[src/sppcr_pkg.sv]
package sppcr_pkg;

    // ------------------------------------------------------------
    // Register offsets
    // ------------------------------------------------------------
    localparam logic [11:0] SYNC_BUFFER_POWER_DOWN_ADDR  = 12'h0203;
    localparam logic [11:0] RECOVERY_LOGIC_RESET_ADDR    = 12'h0206;
    localparam logic [11:0] RECOVERY_OPERATING_MODE_ADDR = 12'h0230;
    localparam logic [11:0] LINK_CONFIG_BYTE_ADDR        = 12'h0232;
    localparam logic [11:0] EQUALIZER_BIAS_ADDR          = 12'h0268;
    localparam logic [11:0] LINK_PLL_ENABLE_CONTROL_ADDR = 12'h0280;
    localparam logic [11:0] LINK_PLL_STATUS_ADDR         = 12'h0281;
    localparam logic [11:0] LINK_PLL_FILTER_TRIM_A_ADDR  = 12'h0284;
    localparam logic [11:0] LINK_PLL_FILTER_TRIM_B_ADDR  = 12'h0285;
    localparam logic [11:0] LINK_PLL_FILTER_TRIM_C_ADDR  = 12'h0286;
    localparam logic [11:0] LINK_PLL_PUMP_TRIM_ADDR      = 12'h0287;

    // ------------------------------------------------------------
    // Field positions
    // ------------------------------------------------------------
    localparam int FIRST_SYNC_BIT    = 1;
    localparam int SECOND_SYNC_BIT   = 0;
    localparam int RECOVERY_RST_BIT  = 0;
    localparam int HALF_RATE_BIT     = 5;
    localparam int OVERSAMPLE_BIT    = 1;
    localparam int MODE_RSVD_LSB     = 2;
    localparam int EQ_SELECT_LSB     = 6;
    localparam int PLL_RECAL_BIT     = 2;
    localparam int PLL_ON_BIT        = 0;
    localparam int BAND_HIGH_BIT     = 5;
    localparam int BAND_LOW_BIT      = 4;
    localparam int CALIBRATED_BIT    = 3;
    localparam int LOCKED_BIT        = 0;

    // ------------------------------------------------------------
    // Reset values
    // ------------------------------------------------------------
    localparam logic        SYNC_OFF_RESET     = 1'b0;
    localparam logic        RECOVERY_RST_RESET = 1'b1;
    localparam logic        HALF_RATE_RESET    = 1'b1;
    localparam logic [2:0]  MODE_RSVD_RESET    = 3'h2;
    localparam logic        OVERSAMPLE_RESET   = 1'b0;
    localparam logic [7:0]  LINK_CONFIG_RESET  = 8'h00;
    localparam logic [1:0]  EQ_SELECT_RESET    = 2'h1;
    localparam logic [5:0]  EQ_RSVD_RESET      = 6'h22;
    localparam logic [7:0]  FILTER_A_RESET     = 8'h77;
    localparam logic [7:0]  FILTER_B_RESET     = 8'h87;
    localparam logic [7:0]  FILTER_C_RESET     = 8'h08;
    localparam logic [7:0]  PUMP_RESET         = 8'h3F;
    localparam logic [7:0]  READ_IDLE          = 8'h00;
    localparam logic        PLL_ON_RESET       = 1'b0;
    localparam logic        PLL_RECAL_RESET    = 1'b0;
    localparam logic        CAL_START_RESET    = 1'b0;
    localparam logic [3:0]  STATUS_RESET       = 4'h0;

endpackage

[src/sppcr_regs.sv]
module sppcr_regs
    import sppcr_pkg::*;
(
    input  wire logic        core_clk,
    input  wire logic        reset_n,
    input  wire logic        regWrite,
    input  wire logic        regRead,
    input  wire logic [11:0] regAddr,
    input  wire logic [7:0]  regWriteData,
    input  wire logic        pllLockedIn,
    input  wire logic        pllCalibratedIn,
    input  wire logic        pllBandHighIn,
    input  wire logic        pllBandLowIn,
    output logic      [7:0]  regReadData,
    output logic             firstSyncBufferOff,
    output logic             secondSyncBufferOff,
    output logic             recoveryReset_n,
    output logic             halfRateRecoveryOn,
    output logic             inputOversampleOn,
    output logic      [2:0]  recoveryModeReserved,
    output logic      [7:0]  linkConfigByte,
    output logic      [1:0]  equalizerPowerSelect,
    output logic      [5:0]  equalizerReserved,
    output logic             linkPllOn,
    output logic             linkPllCalStart,
    output logic      [7:0]  linkPllFilterTrimA,
    output logic      [7:0]  linkPllFilterTrimB,
    output logic      [7:0]  linkPllFilterTrimC,
    output logic      [7:0]  linkPllPumpTrim
);

    // ------------------------------------------------------------
    // Status input synchronisers
    // ------------------------------------------------------------
    logic [3:0] statusMeta;
    logic [3:0] statusSync;
    logic       linkPllRecalibrate;

    // PLL status comes from the analog domain, so two flops first
    always_ff @(posedge core_clk) begin
        if (!reset_n) begin
            statusMeta <= STATUS_RESET;
            statusSync <= STATUS_RESET;
        end else begin
            statusMeta <= {pllBandHighIn, pllBandLowIn, pllCalibratedIn, pllLockedIn};
            statusSync <= statusMeta;
        end
    end

    // ------------------------------------------------------------
    // Write decode
    // ------------------------------------------------------------
    // Sync buffer power-down
    always_ff @(posedge core_clk) begin
        if (!reset_n) begin
            firstSyncBufferOff  <= SYNC_OFF_RESET;
            secondSyncBufferOff <= SYNC_OFF_RESET;
        end else if (regWrite && regAddr == SYNC_BUFFER_POWER_DOWN_ADDR) begin
            firstSyncBufferOff  <= regWriteData[FIRST_SYNC_BIT];
            secondSyncBufferOff <= regWriteData[SECOND_SYNC_BIT];
        end
    end

    // Lane recovery reset, active low
    always_ff @(posedge core_clk) begin
        if (!reset_n) begin
            recoveryReset_n <= RECOVERY_RST_RESET;
        end else if (regWrite && regAddr == RECOVERY_LOGIC_RESET_ADDR) begin
            recoveryReset_n <= regWriteData[RECOVERY_RST_BIT];
        end
    end

    // Recovery mode; choosing a mode by lane rate is software's job
    always_ff @(posedge core_clk) begin
        if (!reset_n) begin
            halfRateRecoveryOn   <= HALF_RATE_RESET;
            recoveryModeReserved <= MODE_RSVD_RESET;
            inputOversampleOn    <= OVERSAMPLE_RESET;
        end else if (regWrite && regAddr == RECOVERY_OPERATING_MODE_ADDR) begin
            halfRateRecoveryOn   <= regWriteData[HALF_RATE_BIT];
            recoveryModeReserved <= regWriteData[MODE_RSVD_LSB +: 3];
            inputOversampleOn    <= regWriteData[OVERSAMPLE_BIT];
        end
    end

    // Link configuration byte
    always_ff @(posedge core_clk) begin
        if (!reset_n) begin
            linkConfigByte <= LINK_CONFIG_RESET;
        end else if (regWrite && regAddr == LINK_CONFIG_BYTE_ADDR) begin
            linkConfigByte <= regWriteData;
        end
    end

    // Equalizer power mode and its trim bits
    always_ff @(posedge core_clk) begin
        if (!reset_n) begin
            equalizerPowerSelect <= EQ_SELECT_RESET;
            equalizerReserved    <= EQ_RSVD_RESET;
        end else if (regWrite && regAddr == EQUALIZER_BIAS_ADDR) begin
            equalizerPowerSelect <= regWriteData[EQ_SELECT_LSB +: 2];
            equalizerReserved    <= regWriteData[EQ_SELECT_LSB-1:0];
        end
    end

    // PLL enable and recalibrate bits
    always_ff @(posedge core_clk) begin
        if (!reset_n) begin
            linkPllOn          <= PLL_ON_RESET;
            linkPllRecalibrate <= PLL_RECAL_RESET;
        end else if (regWrite && regAddr == LINK_PLL_ENABLE_CONTROL_ADDR) begin
            linkPllOn          <= regWriteData[PLL_ON_BIT];
            linkPllRecalibrate <= regWriteData[PLL_RECAL_BIT];
        end
    end

    // One-cycle calibration start: recal rising edge or enable rising edge
    always_ff @(posedge core_clk) begin
        if (!reset_n) begin
            linkPllCalStart <= CAL_START_RESET;
        end else begin
            linkPllCalStart <= regWrite && regAddr == LINK_PLL_ENABLE_CONTROL_ADDR &&
                               ((regWriteData[PLL_RECAL_BIT] && !linkPllRecalibrate) ||
                                (regWriteData[PLL_ON_BIT] && !linkPllOn));
        end
    end

    // Loop-filter and charge-pump trims; optimum values written by software
    always_ff @(posedge core_clk) begin
        if (!reset_n) begin
            linkPllFilterTrimA <= FILTER_A_RESET;
            linkPllFilterTrimB <= FILTER_B_RESET;
            linkPllFilterTrimC <= FILTER_C_RESET;
            linkPllPumpTrim    <= PUMP_RESET;
        end else if (regWrite) begin
            if (regAddr == LINK_PLL_FILTER_TRIM_A_ADDR) linkPllFilterTrimA <= regWriteData;
            if (regAddr == LINK_PLL_FILTER_TRIM_B_ADDR) linkPllFilterTrimB <= regWriteData;
            if (regAddr == LINK_PLL_FILTER_TRIM_C_ADDR) linkPllFilterTrimC <= regWriteData;
            if (regAddr == LINK_PLL_PUMP_TRIM_ADDR) linkPllPumpTrim <= regWriteData;
        end
    end

    // ------------------------------------------------------------
    // Read mux
    // ------------------------------------------------------------
    logic [7:0] next_regReadData;

    // Unused bits read zero, the mode and equalizer reserved fields read back; unmapped addresses read zero
    always_comb begin
        next_regReadData = READ_IDLE;
        unique case (regAddr)
            SYNC_BUFFER_POWER_DOWN_ADDR: begin
                next_regReadData[FIRST_SYNC_BIT]  = firstSyncBufferOff;
                next_regReadData[SECOND_SYNC_BIT] = secondSyncBufferOff;
            end
            RECOVERY_LOGIC_RESET_ADDR: begin
                next_regReadData[RECOVERY_RST_BIT] = recoveryReset_n;
            end
            RECOVERY_OPERATING_MODE_ADDR: begin
                next_regReadData[HALF_RATE_BIT]         = halfRateRecoveryOn;
                next_regReadData[MODE_RSVD_LSB +: 3]    = recoveryModeReserved;
                next_regReadData[OVERSAMPLE_BIT]        = inputOversampleOn;
            end
            LINK_CONFIG_BYTE_ADDR:       next_regReadData = linkConfigByte;
            EQUALIZER_BIAS_ADDR:         next_regReadData = {equalizerPowerSelect, equalizerReserved};
            LINK_PLL_ENABLE_CONTROL_ADDR: begin
                next_regReadData[PLL_RECAL_BIT] = linkPllRecalibrate;
                next_regReadData[PLL_ON_BIT]    = linkPllOn;
            end
            LINK_PLL_STATUS_ADDR: begin
                next_regReadData[BAND_HIGH_BIT]  = statusSync[3];
                next_regReadData[BAND_LOW_BIT]   = statusSync[2];
                next_regReadData[CALIBRATED_BIT] = statusSync[1];
                next_regReadData[LOCKED_BIT]     = statusSync[0];
            end
            LINK_PLL_FILTER_TRIM_A_ADDR: next_regReadData = linkPllFilterTrimA;
            LINK_PLL_FILTER_TRIM_B_ADDR: next_regReadData = linkPllFilterTrimB;
            LINK_PLL_FILTER_TRIM_C_ADDR: next_regReadData = linkPllFilterTrimC;
            LINK_PLL_PUMP_TRIM_ADDR:     next_regReadData = linkPllPumpTrim;
            default:                     next_regReadData = READ_IDLE;
        endcase
    end

    // Registered read data, held between reads
    always_ff @(posedge core_clk) begin
        if (!reset_n) begin
            regReadData <= READ_IDLE;
        end else if (regRead) begin
            regReadData <= next_regReadData;
        end
    end

endmodule

[config.mk]
export PLATFORM = sky130hd
export DESIGN_NAME = sppcr_regs
export DESIGN_NICKNAME = d
export VERILOG_FILES = /design/src/sppcr_pkg.sv /design/src/sppcr_regs.sv
export SDC_FILE = /design/constraint.sdc
export NUM_CORES = 1
export LEC_CHECK = 0
export ABC_AREA = 0
export BUFFER_PORTS_ARGS = -buffer_cell sky130_fd_sc_hd__buf_2
export CAP_MARGIN = 20
export CORE_ASPECT_RATIO = 1.25
export CORE_MARGIN = 8
export CORE_UTILIZATION = 33
export CTS_CLUSTER_SIZE = 40
export DETAILED_ROUTE_END_ITERATION = 8
export GPL_TIMING_DRIVEN = 0
export PLACE_DENSITY = 0.55
export SLEW_MARGIN = 15
export SYNTH_ARGS = -nofsm -noshare
export SYNTH_HDL_FRONTEND = slang
export SYNTH_SLANG_ARGS = --single-unit
[constraint.sdc]
create_clock -name core_clk -period 3.95 [get_ports core_clk]
set_clock_uncertainty 0.1 [all_clocks]
set_input_delay 0.79 -clock core_clk [delete_from_list [all_inputs] [get_ports core_clk]]
set_output_delay 0.79 -clock core_clk [all_outputs]
set_load 0.05 [all_outputs]
==> results_dict.tcl <==
set metrics [dict create \
    status "finished clean" \
    drive_above_1_share 0.267 \
    r2r_setup_slack_ns 2.37 \
    reg2reg_to "regReadData[3]$_SDFFE_PN0P_" \
    rsz0062_at_grt "no" \
    wl_met2_mm 5.81 \
    p_leak_nw 1.93 \
    routed_wl_mm 12.1 \
    io-pin-count 94 \
    path_max_fanout 6 \
    nNetsFinal 517 \
    instances_no_fill 626 \
    slew_headroom 0.461 \
    synth_flop_cell "dfxtp_1" \
    syn_inst 388 \
    cts_tree "built" \
    reg2regPathDepth 5 \
    route.met3.wl_um 844 \
    cts_buffer_depth 2 \
    synth_xor_area_frac 0.00250 \
    place_hpwl_mm 9.19 \
    n_fill_cell 1068 \
    clk_pin_slew_worst_paths_ns 0.06 \
    timing.fmax_ghz 0.353 \
    synth_compound_area_frac 0.137 \
    topRoutingLayerUsed "met4" \
    power_mw 1.75 \
    drv_cap 0 \
    grt_max_degree 13 \
    grt_first_pass_wirelength_mm 18.7 \
    timing.final.crit_period_ns 2.83 \
    cp.required_ns 4.12 \
    synth_edf_count 0 \
    path_delay_family "simple AND/OR/NAND/NOR gates" \
    drv_slew 0 \
    yosysSeqAreaShare 0.429 \
    synth_area_sq_um 3500 \
    syn_area_per_cell_sq_um 9.02 \
    n_antenna_cell 0 \
    ir_drop_v 0.000231 \
    overflow 0 \
    synth_adder_area_share 0 \
    numCtsBuffers 9 \
    hold_depth 1 \
    ys_ff_latch 75 \
    setup_tns_ns 0 \
    critPathMaxStageDelay_ns 0.69 \
    grt_pass1_vias 3272 \
    dieHeight_um 131 \
    postSynth.asyncResetShare 0 \
    fin_crit_sh 0.716 \
    critPathLaunchType "input port" \
    start_util 0.335 \
    ys_types 47 \
    synthMuxAreaShare 0.118 \
    track_usage 0.171 \
    met1Wirelength_mm 5.14 \
    setup_viol 0 \
    drt-wirelength-per-cell_um 19.4 \
    drc 0 \
    syn2layout_area_growth_pct 26.6 \
    ctsHtreeMaxLevel 3 \
    crit_chain "buf_2 > or4b_1 > clkbuf_1 > nor3_1 > o21ai_0 > and3_1 > o21ai_0" \
    clk_latency_ns 0.33 \
    coreArea_sq_um 10500 \
    worst_slew_pin_slew_ns 0.802 \
    hold_buffers 0 \
    cts_sinks 75 \
    final_antenna_net_count 0 \
    cts_resized 0 \
    syn_nets 416 \
    path_common_cell "o21ai_0" \
    placedCellCount 610 \
    min_to "statusSync[3]$_SDFF_PN0_" \
    via_per_inst 5.29 \
    clockRootBuffer "clkbuf_16" \
    worst_path_max_delay_cell "nor3_1" \
    drtPass1Iterations 5 \
    synth-simple-area-share 0.271 \
    reg2reg_from "linkPllFilterTrimB[3]$_SDFFE_PN0P_" \
    port_buffers 90 \
    ys_warn_count 0 \
    hold_viol 0 \
    num_vias 3312 \
    holdCritPathClass "flip-flop to flip-flop" \
    crit_buf_inv 2 \
    die_area_sq_um 14200 \
    drtIter0Drc 213 \
    arrival_ns 2.99 \
    cts_setup_buffers 0 \
    synth_top_family_by_area "simple AND/OR/NAND/NOR gates" \
    core.rowCount 42 \
    crit_type "input port to flip-flop" \
    power_density_nw_per_um2 396 \
    die_w_um 108 \
    gp_congestion 0.857 \
    end_kind "flip-flop" \
    min_from "statusMeta[3]$_SDFF_PN0_" \
    antenna_found_initial 0 \
]
-- logic make-up (layout without fill, tap and decap cells) --
kind of cell	count (synthesis)	after routing
buffers and inverters	32	138
xor gates and xnor gates	1	1
DFF	75	75
and+or+nand+nor	172	172
AOI/OAI and AO/OA	71	71
muxes	37	37
-- how the worst max path moves through the flow --
stage	slack, ns	to	start	cells past startpoint
after global placement	0.81	equalizerPowerSelect[0]$_SDFFE_PN1P_	regAddr[8]	8
after floorplan	1.31	regReadData[1]$_SDFFE_PN0P_	regAddr[8]	7
after detailed placement	0.84	equalizerPowerSelect[0]$_SDFFE_PN1P_	regAddr[8]	8
final	1.12	regReadData[4]$_SDFFE_PN0P_	regAddr[4]	7
after CTS	1.20	equalizerPowerSelect[0]$_SDFFE_PN1P_	regAddr[8]	8
after global routing	1.04	regReadData[4]$_SDFFE_PN0P_	regAddr[4]	7
-- stage by stage --
step / setup WS, ns / hold WS, ns / utilization / instance area (sq um)
2_1_floorplan: 1.31 / 0.312 / - / 3500
3_3_place_gp: 0.814 / 0.317 / 0.394 / 4120
3_5_place_dp: 0.843 / 0.321 / 0.394 / 4120
4_1_cts: 1.20 / 0.334 / 0.424 / 4430
5_1_grt: 1.04 / 0.359 / 0.424 / 4430
6_report: 1.12 / 0.332 / 0.424 / 4430
-- state kept, by name (all words and copies together) (netlist names) --
| register | flops |
|---|---|
| equalizerPowerSelect | 2 |
| equalizerReserved | 6 |
| firstSyncBufferOff | 1 |
| halfRateRecoveryOn | 1 |
| inputOversampleOn | 1 |
| linkConfigByte | 8 |
| linkPllCalStart | 1 |
| linkPllFilterTrimA | 8 |
| linkPllFilterTrimB | 8 |
| linkPllFilterTrimC | 8 |
| linkPllOn | 1 |
| linkPllPumpTrim | 8 |
| linkPllRecalibrate | 1 |
| recoveryModeReserved | 3 |
| recoveryReset_n | 1 |
| regReadData | 8 |
| secondSyncBufferOff | 1 |
| statusMeta | 4 |
| statusSync | 4 |
-- where the power goes --
group	total, mW	internal [mW]	switching, mW
sequential	0.765	0.763	0.00207
combinational	0.129	0.0418	0.0868
clock	0.861	0.543	0.318
total	1.75	1.35	0.407
-- layout make-up --
class / count / area [sq um] / area share
multi-input cells: 281 / 1850 / 0.418
plain buffers: 28 / 130 / 0.0294
inverters: 4 / 15.0 / 0.00339
clock buffers: 13 / 270 / 0.0610
flip-flops and latches: 75 / 1500 / 0.339
repair buffers: 90 / 450 / 0.102
well taps: 132 / 165 / 0.0373
clock inverters: 3 / 43.8 / 0.00989
-- placed cells by master (no fill, tap or decap), types with 2 or more instances in the layout --
cell type and count:
nor4_4 3, mux2_2 5, nand2_1 57, nor2b_1 23, nor4_1 4, o22ai_1 2
and3_1 4, inv_1 4, buf_2 95, nand4b_1 2, or4bb_1 2, or4b_1 2
a221oi_1 4, a21oi_1 6, buf_6 2, o2bb2ai_1 2, nand2b_1 6, o211ai_1 8
mux4_2 3, clkbuf_8 3, clkbuf_1 20, nor3_1 3, nor2_1 10, o21ai_0 17
a22oi_1 4, or4_1 2, dfxtp_1 75, or2_2 3, mux2i_1 29, clkbuf_16 9
a21boi_0 17, and2_1 8, a31oi_1 6, nand3_1 36
-- cell usage after synthesis (2+ instances only) --
library cell	n	area share
mux2i_1	29	0.083
a221oi_1	4	0.010
o2bb2ai_1	2	0.0050
inv_1	4	0.0043
and2_1	8	0.014
clkbuf_1	19	0.020
o22ai_1	2	0.0036
nor4_4	3	0.018
nor2_1	10	0.011
a21oi_1	6	0.0086
o21ai_0	17	0.024
a22oi_1	4	0.0086
a21boi_0	17	0.036
buf_2	5	0.0071
and3_1	4	0.0071
nand2_1	57	0.061
or4bb_1	2	0.0064
nor3_1	3	0.0043
mux2_2	5	0.016
nand4b_1	2	0.0050
nor4_1	4	0.0071
a31oi_1	6	0.011
o211ai_1	8	0.017
buf_6	2	0.0064
nand2b_1	6	0.011
or4b_1	2	0.0057
nand3_1	36	0.051
nor2b_1	23	0.041
dfxtp_1	75	0.43
or2_2	3	0.0054
mux4_2	3	0.019
or4_1	2	0.0043
-- per-layer routing --
metal / vias to the layer above / global-route usage
li1: 1597 / -
met2: 126 / 0.275
met4: 0 / 0.0727
met3: 26 / 0.0401
met1: 1563 / 0.210
met5: - / 0
Note: power is estimated with default switching activity, not from simulation.
